<file path="config.mk">
export PLATFORM = sky130hd
export DESIGN_NAME = masr_regs
export DESIGN_NICKNAME = d
export VERILOG_FILES = /design/src/masr_pkg.sv /design/src/masr_state_filter.sv /design/src/masr_regs.sv
export SDC_FILE = /design/constraint.sdc
export NUM_CORES = 1
export LEC_CHECK = 0
export ABC_AREA = 1
export BUFFER_PORTS_ARGS = -buffer_cell sky130_fd_sc_hd__buf_4
export CAP_MARGIN = 40
export CORE_ASPECT_RATIO = 0.7
export CORE_MARGIN = 4
export CORE_UTILIZATION = 60
export CTS_BUF_LIST = sky130_fd_sc_hd__clkbuf_8
export CTS_CLUSTER_SIZE = 25
export DETAILED_ROUTE_END_ITERATION = 10
export PLACE_DENSITY = 0.93
export SETUP_SLACK_MARGIN = 0.05
export SLEW_MARGIN = 20
export SYNTH_ARGS = -nofsm -noshare
export SYNTH_HDL_FRONTEND = slang
export SYNTH_HIERARCHICAL = 1
export SYNTH_SLANG_ARGS = --single-unit
</file>
<file path="constraint.sdc">
create_clock -name core_clk -period 2.75 [get_ports core_clk]
set_input_delay 0.55 -clock core_clk [delete_from_list [all_inputs] [get_ports core_clk]]
set_output_delay 0.55 -clock core_clk [all_outputs]
set_load 0.02 [all_outputs]
</file>
<file path="src/masr_pkg.sv">
package masr_pkg;

   // Register indices; byte address is four times the index
   localparam logic [11:0] MASR_IDX_STATE  = 12'h190;
   localparam logic [11:0] MASR_IDX_SPEED  = 12'h196;
   localparam logic [11:0] MASR_IDX_BUS_I  = 12'h410;
   localparam logic [11:0] MASR_IDX_PH_A   = 12'h440;
   localparam logic [11:0] MASR_IDX_PH_B   = 12'h442;
   localparam logic [11:0] MASR_IDX_PH_C   = 12'h444;
   localparam logic [11:0] MASR_IDX_IRQ_ST = 12'h7F0;
   localparam logic [11:0] MASR_IDX_IRQ_MK = 12'h7F1;

   localparam int          MASR_ADDR_W     = 14;
   localparam int          MASR_FRAC_BITS  = 27;
   localparam int          MASR_IBASE_DIV  = 8;

   localparam logic [15:0] MASR_STATE_RST  = 16'h0000;
   localparam logic [31:0] MASR_VALUE_RST  = 32'h00000000;
   localparam logic [3:0]  MASR_MASK_RST   = 4'h0;

   // Interrupt status bit positions
   localparam int          MASR_EV_STATE   = 0;
   localparam int          MASR_EV_FAULT   = 1;
   localparam int          MASR_EV_BADCODE = 2;
   localparam int          MASR_EV_UPDATE  = 3;
   localparam int          MASR_EV_N       = 4;

   // Sequencer codes
   localparam logic [15:0] MASR_ST_IDLE        = 16'h0000;
   localparam logic [15:0] MASR_ST_ISD         = 16'h0001;
   localparam logic [15:0] MASR_ST_FLOAT       = 16'h0002;
   localparam logic [15:0] MASR_ST_START_BRK   = 16'h0003;
   localparam logic [15:0] MASR_ST_SLOW_FIRST  = 16'h0004;
   localparam logic [15:0] MASR_ST_ALIGN       = 16'h0006;
   localparam logic [15:0] MASR_ST_OPEN_LOOP   = 16'h0007;
   localparam logic [15:0] MASR_ST_CL_PRE      = 16'h0008;
   localparam logic [15:0] MASR_ST_CL_ALIGNED  = 16'h0009;
   localparam logic [15:0] MASR_ST_CL_BRAKE    = 16'h000A;
   localparam logic [15:0] MASR_ST_SOFT_STOP   = 16'h000B;
   localparam logic [15:0] MASR_ST_STOP_BRAKE  = 16'h000C;
   localparam logic [15:0] MASR_ST_PM_FIRST    = 16'h0010;
   localparam logic [15:0] MASR_ST_PM_LAST     = 16'h0018;
   localparam logic [15:0] MASR_ST_PM_FAULT    = 16'h0018;

   typedef struct packed {
      logic [15:0] state;
      logic [31:0] speed;
      logic [31:0] bus_i;
      logic [31:0] ph_a;
      logic [31:0] ph_b;
      logic [31:0] ph_c;
   } masr_vars_t;

   typedef struct packed {
      logic [MASR_ADDR_W-1:0] address;
      logic                   read;
      logic                   write;
      logic [31:0]            writedata;
   } masr_req_t;

endpackage : masr_pkg

</file>
<file path="src/masr_state_filter.sv">
`timescale 1ns/100ps
`default_nettype none

module masr_state_filter (
   input  wire logic        core_clk,
   input  wire logic        rst_n,
   input  wire logic [15:0] raw_code,
   output logic      [15:0] code,
   output logic             changed,
   output logic             illegal
);

   logic        legal;
   logic [15:0] next_code;
   logic        next_changed;
   logic        next_illegal;

   always_comb begin
      legal = 1'b0;
      if (raw_code <= masr_pkg::MASR_ST_SLOW_FIRST) begin
         legal = 1'b1;
      end
      if (raw_code >= masr_pkg::MASR_ST_ALIGN && raw_code <= masr_pkg::MASR_ST_CL_BRAKE) begin
         legal = 1'b1;
      end
      if (raw_code == masr_pkg::MASR_ST_SOFT_STOP || raw_code == masr_pkg::MASR_ST_STOP_BRAKE) begin
         legal = 1'b1;
      end
      if (raw_code >= masr_pkg::MASR_ST_PM_FIRST && raw_code <= masr_pkg::MASR_ST_PM_LAST) begin
         legal = 1'b1;
      end
      // Unlisted codes keep the last good value
      next_code    = legal ? raw_code : code;
      next_changed = legal && (raw_code != code);
      next_illegal = !legal;
   end

   always_ff @(posedge core_clk or negedge rst_n) begin
      if (!rst_n) begin
         code    <= masr_pkg::MASR_STATE_RST;
         changed <= 1'b0;
         illegal <= 1'b0;
      end else begin
         code    <= next_code;
         changed <= next_changed;
         illegal <= next_illegal;
      end
   end

endmodule : masr_state_filter
`default_nettype wire

</file>
<file path="src/masr_regs.sv">
`timescale 1ns/100ps
`default_nettype none

module masr_regs (
   input  wire logic                         core_clk,
   input  wire logic                         rst_n,
   // Live values from the control algorithm
   input  wire masr_pkg::masr_vars_t         algo_vars,
   input  wire logic                         algo_valid,
   // Avalon-MM slave
   input  wire logic [masr_pkg::MASR_ADDR_W-1:0] avs_address,
   input  wire logic                         avs_read,
   input  wire logic                         avs_write,
   input  wire logic [31:0]                  avs_writedata,
   input  wire logic [3:0]                   avs_byteenable,
   output logic      [31:0]                  avs_readdata,
   output logic                              avs_waitrequest,
   output logic      [1:0]                   avs_response,
   output logic                              irq
);

   localparam logic [1:0] RESP_OK     = 2'h0;
   localparam logic [1:0] RESP_DECERR = 2'h3;

   typedef enum {MASR_IDLE, MASR_DONE} masr_bus_t;

   masr_pkg::masr_vars_t                vars;
   masr_pkg::masr_vars_t                next_vars;
   logic [15:0]                         state_code;
   logic                                state_changed;
   logic                                state_illegal;
   logic [masr_pkg::MASR_EV_N-1:0]      irq_status;
   logic [masr_pkg::MASR_EV_N-1:0]      next_irq_status;
   logic [masr_pkg::MASR_EV_N-1:0]      irq_mask;
   logic [masr_pkg::MASR_EV_N-1:0]      next_irq_mask;
   logic [masr_pkg::MASR_EV_N-1:0]      events;
   logic                                next_irq;
   masr_bus_t                           bus_st;
   masr_bus_t                           next_bus_st;
   logic [31:0]                         next_readdata;
   logic [1:0]                          next_response;
   logic                                next_waitrequest;
   logic [11:0]                         word_idx;
   logic                                clr_w;
   logic                                mask_w;

   masr_state_filter u_state (
      .core_clk (core_clk),
      .rst_n    (rst_n),
      .raw_code (algo_vars.state),
      .code     (state_code),
      .changed  (state_changed),
      .illegal  (state_illegal)
   );

   // Value snapshot; only the algorithm updates it, never the bus
   always_comb begin
      next_vars = vars;
      if (algo_valid) begin
         next_vars.speed = algo_vars.speed;
         next_vars.bus_i = algo_vars.bus_i;
         next_vars.ph_a  = algo_vars.ph_a;
         next_vars.ph_b  = algo_vars.ph_b;
         next_vars.ph_c  = algo_vars.ph_c;
      end
      next_vars.state = state_code;
   end

   always_ff @(posedge core_clk or negedge rst_n) begin
      if (!rst_n) begin
         vars.state <= masr_pkg::MASR_STATE_RST;
         vars.speed <= masr_pkg::MASR_VALUE_RST;
         vars.bus_i <= masr_pkg::MASR_VALUE_RST;
         vars.ph_a  <= masr_pkg::MASR_VALUE_RST;
         vars.ph_b  <= masr_pkg::MASR_VALUE_RST;
         vars.ph_c  <= masr_pkg::MASR_VALUE_RST;
      end else begin
         vars <= next_vars;
      end
   end

   assign word_idx = 12'(avs_address[masr_pkg::MASR_ADDR_W-1:2]);

   // Bus slave: request answered one cycle after it appears
   always_comb begin
      next_bus_st      = bus_st;
      next_readdata    = avs_readdata;
      next_response    = avs_response;
      next_waitrequest = 1'b1;
      clr_w            = 1'b0;
      mask_w           = 1'b0;
      unique case (bus_st)
         MASR_IDLE: begin
            if (avs_read || avs_write) begin
               next_bus_st      = MASR_DONE;
               next_waitrequest = 1'b0;
               next_response    = RESP_OK;
               next_readdata    = 32'h00000000;
               unique case (word_idx)
                  masr_pkg::MASR_IDX_STATE:  next_readdata = {16'h0000, vars.state};
                  masr_pkg::MASR_IDX_SPEED:  next_readdata = vars.speed;
                  masr_pkg::MASR_IDX_BUS_I:  next_readdata = vars.bus_i;
                  masr_pkg::MASR_IDX_PH_A:   next_readdata = vars.ph_a;
                  masr_pkg::MASR_IDX_PH_B:   next_readdata = vars.ph_b;
                  masr_pkg::MASR_IDX_PH_C:   next_readdata = vars.ph_c;
                  masr_pkg::MASR_IDX_IRQ_ST: begin
                     next_readdata = {28'h0000000, irq_status};
                     clr_w         = avs_write && avs_byteenable[0];
                  end
                  masr_pkg::MASR_IDX_IRQ_MK: begin
                     next_readdata = {28'h0000000, irq_mask};
                     mask_w        = avs_write && avs_byteenable[0];
                  end
                  default:                   next_response = RESP_DECERR;
               endcase
               if (avs_write) begin
                  next_readdata = 32'h00000000;
               end
            end
         end
         MASR_DONE: begin
            next_bus_st = MASR_IDLE;
         end
      endcase
   end

   always_ff @(posedge core_clk or negedge rst_n) begin
      if (!rst_n) begin
         bus_st          <= MASR_IDLE;
         avs_readdata    <= 32'h00000000;
         avs_response    <= 2'h0;
         avs_waitrequest <= 1'b1;
      end else begin
         bus_st          <= next_bus_st;
         avs_readdata    <= next_readdata;
         avs_response    <= next_response;
         avs_waitrequest <= next_waitrequest;
      end
   end

   // Events: state change, measurement fault entry, illegal raw code, new sample
   always_comb begin
      events = '0;
      events[masr_pkg::MASR_EV_STATE]   = state_changed;
      events[masr_pkg::MASR_EV_FAULT]   = state_changed && (state_code == masr_pkg::MASR_ST_PM_FAULT);
      events[masr_pkg::MASR_EV_BADCODE] = state_illegal;
      events[masr_pkg::MASR_EV_UPDATE]  = algo_valid;
      next_irq_mask = mask_w ? avs_writedata[masr_pkg::MASR_EV_N-1:0] : irq_mask;
      // Set beats a simultaneous write-one clear
      next_irq_status = events | (irq_status & ~(clr_w ? avs_writedata[masr_pkg::MASR_EV_N-1:0] : '0));
      next_irq = |(next_irq_status & next_irq_mask);
   end

   always_ff @(posedge core_clk or negedge rst_n) begin
      if (!rst_n) begin
         irq_status <= '0;
         irq_mask   <= masr_pkg::MASR_MASK_RST;
         irq        <= 1'b0;
      end else begin
         irq_status <= next_irq_status;
         irq_mask   <= next_irq_mask;
         irq        <= next_irq;
      end
   end

endmodule : masr_regs
`default_nettype wire

</file>
## Yosys cells after proc, flatten, opt, wreduce, memory -nomap -nowiden

Cells that the tools add are included.

| cells by class | value |
|---|---|
| $lt $le $gt $ge | 5 |
| muxes and demuxes | 19 |
| bitwise logic cells | 4 |
| reductions and logical operators | 12 |
| equality and inequality tests | 14 |

Operator list:

| cell | count |
|---|---|
| 32-bit case mux with 8 select lines | 1 |
| 12-bit by 11-bit equality test with 1-bit output (second input constant) | 6 |
| 32-bit two-way mux | 2 |
| 32-bit case mux with 2 select lines | 1 |
| 16-bit by 4-bit equality test with 1-bit output (second input constant) | 2 |
| 32-bit by 1-bit equality test with 1-bit output (second input constant) | 1 |
| 32-bit logical NOT | 1 |
| 12-bit by 9-bit equality test with 1-bit output (second input constant) | 2 |
| 16-bit by 5-bit equality test with 1-bit output (second input constant) | 1 |
| 16-bit by 3-bit >= comparator with 1-bit output (second input constant) | 1 |
| 16-bit by 5-bit >= comparator with 1-bit output (second input constant) | 1 |
| 16-bit by 3-bit <= comparator with 1-bit output (second input constant) | 1 |
| 16-bit by 4-bit <= comparator with 1-bit output (second input constant) | 1 |
| 16-bit by 5-bit <= comparator with 1-bit output (second input constant) | 1 |
| 16-bit inequality test | 1 |
| 1-bit two-way mux | 12 |
| 4-bit bitwise AND | 2 |
| 4-bit two-way mux | 2 |
| 8-bit OR reduction | 1 |
| 1-bit logical AND | 5 |
| 4-bit inverter | 1 |
| 4-bit OR | 1 |
| 4-bit OR reduction | 1 |
| 1-bit logical OR | 2 |
| 4 further kinds | 4 |

| storage, ports and cells | value |
|---|---|
| output and inout port bits | 36 |
| input bits | 231 |
| logic and storage cells | 70 |
| register bits | 270 |

## Logic depth before layout (Yosys ltp)

| depth | value |
|---|---|
| depth in word-level cells | 10 |
| gate-level depth with buffers | 12 |
| mapped depth without buffers | 11 |

## Modules after synthesis

The synthesis kept the hierarchy.

Modules (own cells, without submodules):

| module | area each (um^2) | cells an instance | instances | seq. area each (um^2) |
|---|---|---|---|---|
| masr_regs | 10138.5 | 1329 | 1 | 5506.5 |
| masr_state_filter | 965.9 | 124 | 1 | 450.4 |

## Worst setup path after synthesis

No wires, ideal clock.

| path | value |
|---|---|
| path type | input -> register |
| start point | input avs_address[4] (netlist name) |
| end point | register avs_readdata[22] |
| setup time | 0.066 ns |
| path buffers | 1 |
| setup slack | 1.054 ns |
| required time | 2.684 ns |
| cell stages on the path | 10 |
| arrival time | 1.631 ns |
| path through | inv_1 nand2_1 nor2_1 nand3_1 nand2_1 nor2_1 a21oi_4 buf_6 nand2_2 nand2_1 |

| between the ends | value |
|---|---|
| cells in the longest elaborated chain, start to end | 3 |
| elaborated cells on any way between the ends | 10 |
| those cells by class | eq/ne: 8; mux: 2 |

RTL lines:

| element | RTL line | source |
|---|---|---|
| from (decl) | masr_regs.sv:11 | `input wire logic [masr_pkg::MASR_ADDR_W-1:0] avs_address,` |
| 12-bit by 11-bit equality test with 1-bit output or 12-bit by 9-bit equality test with 1-bit output (tied branches) | masr_regs.sv:99 | `unique case (word_idx)` |
| 32-bit case mux with 8 select lines (*) | masr_regs.sv:99 |  |
| 32-bit two-way mux (*) | masr_regs.sv:116 | `if (avs_write) begin` |
| to (signal assigned) | masr_regs.sv:135 | `avs_readdata <= next_readdata;` |
| to (decl) | masr_regs.sv:16 | `output logic [31:0] avs_readdata,` |

Every way passes the cells marked *; elsewhere a longest branch is shown, timed or not.
A chain may end at the register's enable or synchronous reset.

## Worst setup path in the final report

| path | value |
|---|---|
| start point | input avs_address[2] (netlist name) |
| end point | register avs_readdata[22] |

The elaborated chain is that of the path after synthesis.

==> results_dict.tcl <==
set metrics [dict create \
    synthFlopType "dfrtp_1" \
    final_cell_mix "nand2_1 (653), buf_4 (249), dfrtp_1 (237)" \
    synth_top_area_cell "dfrtp_1" \
    critical_path_depth 11 \
    antenna_cells 0 \
    cp_cell_sequence "buf_4, nor2_2, nand2_2, nor2_2, buf_4, nand3_1, nand2_1, nor2_1, nand3_1, nand2_2, nand2_1" \
    start_kind "input pin" \
    crit_arrival_ps 2230 \
    layout_commonest_cell "nand2_1" \
    fillers 1299 \
    viasPerCell 5.51 \
    synth_fa_ha_area_frac 0 \
    yosysWarnings 6 \
    avgSynthCellArea_sq_um 7.64 \
    relSlewSlack 0.474 \
    placed_cells 1872 \
    syn-instance-count 1453 \
    ioPinCount 267 \
    cts_setup_buffers 0 \
    synth_area_leaders "dfrtp_1 (53%), nand2_1 (22%), nand3_1 (7.8%), inv_1 (3.2%), nor2_1 (3.0%)" \
    port_buffers 233 \
    dpl_cell_area_sq_um 13100 \
    final_cells 1935 \
    antenna_found_initial 1 \
    fp.dieW_um 171 \
    timing.critical_path.slowest_cell_delay_ps 360 \
    drt_iter0_drc 1591 \
    initial_core_util 0.613 \
    yosysSeqAreaShare 0.536 \
    final.period_utilization 0.643 \
    ctsLongestPathBuffers 3 \
    path_class "in -> reg" \
    numCtsBuffers 37 \
    ys_async_sr_fraction 1.00 \
    grt_pass1_wl_um 51500 \
    layout.nets 1906 \
    clkLatencyLatePin_ps 530 \
    synth_top_family_by_area "simple AND/OR/NAND/NOR gates" \
    place_congestion 0.925 \
    overflow 0 \
    setup_slack_ps 982 \
    rr_endpoint "irq" \
    r2r_start "bus_st[0]" \
    cap_violations 0 \
    path_max_fanout 31 \
    grt_max_degree 200 \
    synth-seq-cells 238 \
    synth_edf_count 0 \
    powerDensity_nw_per_um2 548 \
    status "finished, final reports clean" \
    cts_root_buf "clkbuf_8" \
    hold_slack_ps 11.9 \
    finalSetupViolCount 0 \
    cp_slowest_cell "buf_4" \
    postCtsHoldBufs 0 \
    fin_worst_skew_ps 10.8 \
    grt_usage 0.317 \
    num_vias 10700 \
    preCtsSetupSlack_ps 484 \
    rsz0062_at_grt "false" \
    synthMuxAreaShare 0 \
    clk_pin_slew_worst_paths_ps 60 \
    worst_pin_slew_ps 789 \
    yosys.area_share.simple 0.351 \
    setup-tns-final_ps 0 \
    fin_util 0.762 \
    grt_pass1_vias 9955 \
    max_clock_freq_ghz 0.566 \
    p_total_mw 7.56 \
    htree_levels 2 \
    end_kind "flip-flop" \
    drcViolationCount 0 \
    required_ps 3210 \
    place_hpwl_um 23300 \
    synthXorXnorAreaFrac 0.00789 \
    cts_sinks 238 \
    wl_um 33000 \
    post_cts_resized 0 \
    mappedNetlistArea_sq_um 11100 \
    drive_gt1_frac 0.202 \
    area.growth.synth_to_final_pct 24.2 \
    core_area_sq_um 18100 \
    final_max_slew_viol_count 0 \
    hold_viol 0 \
    crit_buf_inv 2 \
    die-height_um 122 \
    antenna_left 0 \
    synth_nets 1684 \
    cts_tree "done" \
    firstDrtPassIters 6 \
    final_cell_area_sq_um 13800 \
    die_area_sq_um 20800 \
    synth_compound_area_frac 0.0386 \
    reg2reg_depth 10 \
    p_leak_nw 7.66 \
    synth_cell_types 30 \
    synth_top_area_frac 0.534 \
    peakVddDrop_mv 0.385 \
    rows 41 \
    hp-class "in -> async" \
    ff2ff_setup_slack_ps 1250 \
    min_period_ps 1770 \
    crit_family "simple AND/OR/NAND/NOR gates" \
    wl_per_cell_um 17.1 \
]
## cell type report
class,count,area [sq um],area share
flip-flops and latches,238,5960,0.432
multi-input cells,1040,4420,0.321
repair buffers,257,2020,0.146
clock buffers,45,619,0.0449
inverters,101,380,0.0276
well taps,236,295,0.0214
clock inverters,18,104,0.00753
## layer usage
layer  share of wire  up-vias  global-route usage
li1                -     4943                   -
met1            0.41     4957               0.474
met2            0.44      696               0.475
met3            0.13       70              0.0639
met4           0.025        2              0.0908
met5         0.00039        -                   0
## where the power goes
part	internal [mW]	switching (mW)
clock	1.57	1.36
sequential	3.72	0.114
combinational	0.334	0.464
total	5.63	1.93
## Yosys cell counts (4+ instances only)
cell,instances
a21boi_0,6
a21oi_1,5
buf_2,22
buf_4,8
clkbuf_1,40
dfrtp_1,237
inv_1,96
inv_2,4
nand2_1,653
nand2_2,11
nand3_1,173
nand4_1,8
nor2_1,89
nor2_2,8
o21ai_0,60
o21ai_1,5
xnor2_1,10
## registers in the layout, summed over array words and instances (netlist names)
| name | count |
|---|---|
| avs_readdata | 32 |
| avs_response | 1 |
| avs_waitrequest | 1 |
| bus_st | 1 |
| irq | 1 |
| irq_mask | 4 |
| irq_status | 4 |
| u_state/changed | 1 |
| u_state/code | 16 |
| u_state/illegal | 1 |
| vars | 176 |
## kinds of logic after synthesis
kind of cell	after synthesis
and+or+nand+nor	951
DFF	238
buffers and inverters	175
AOI/OAI and AO/OA	79
xor gates and xnor gates	10
## worst max-delay path by stage
stage / from / end / slack [ps]
5_1_grt: avs_address[13] / avs_readdata[14] / 890
2_1_floorplan: avs_address[4] / avs_readdata[22] / 1050
4_1_cts: avs_waitrequest / avs_waitrequest / 1000
3_3_place_gp: avs_address[13] / avs_readdata[0] / 540
6_report: avs_address[2] / avs_readdata[22] / 980
3_5_place_dp: avs_address[13] / avs_readdata[7] / 480
No activity file was read; power rests on OpenSTA's default activity.
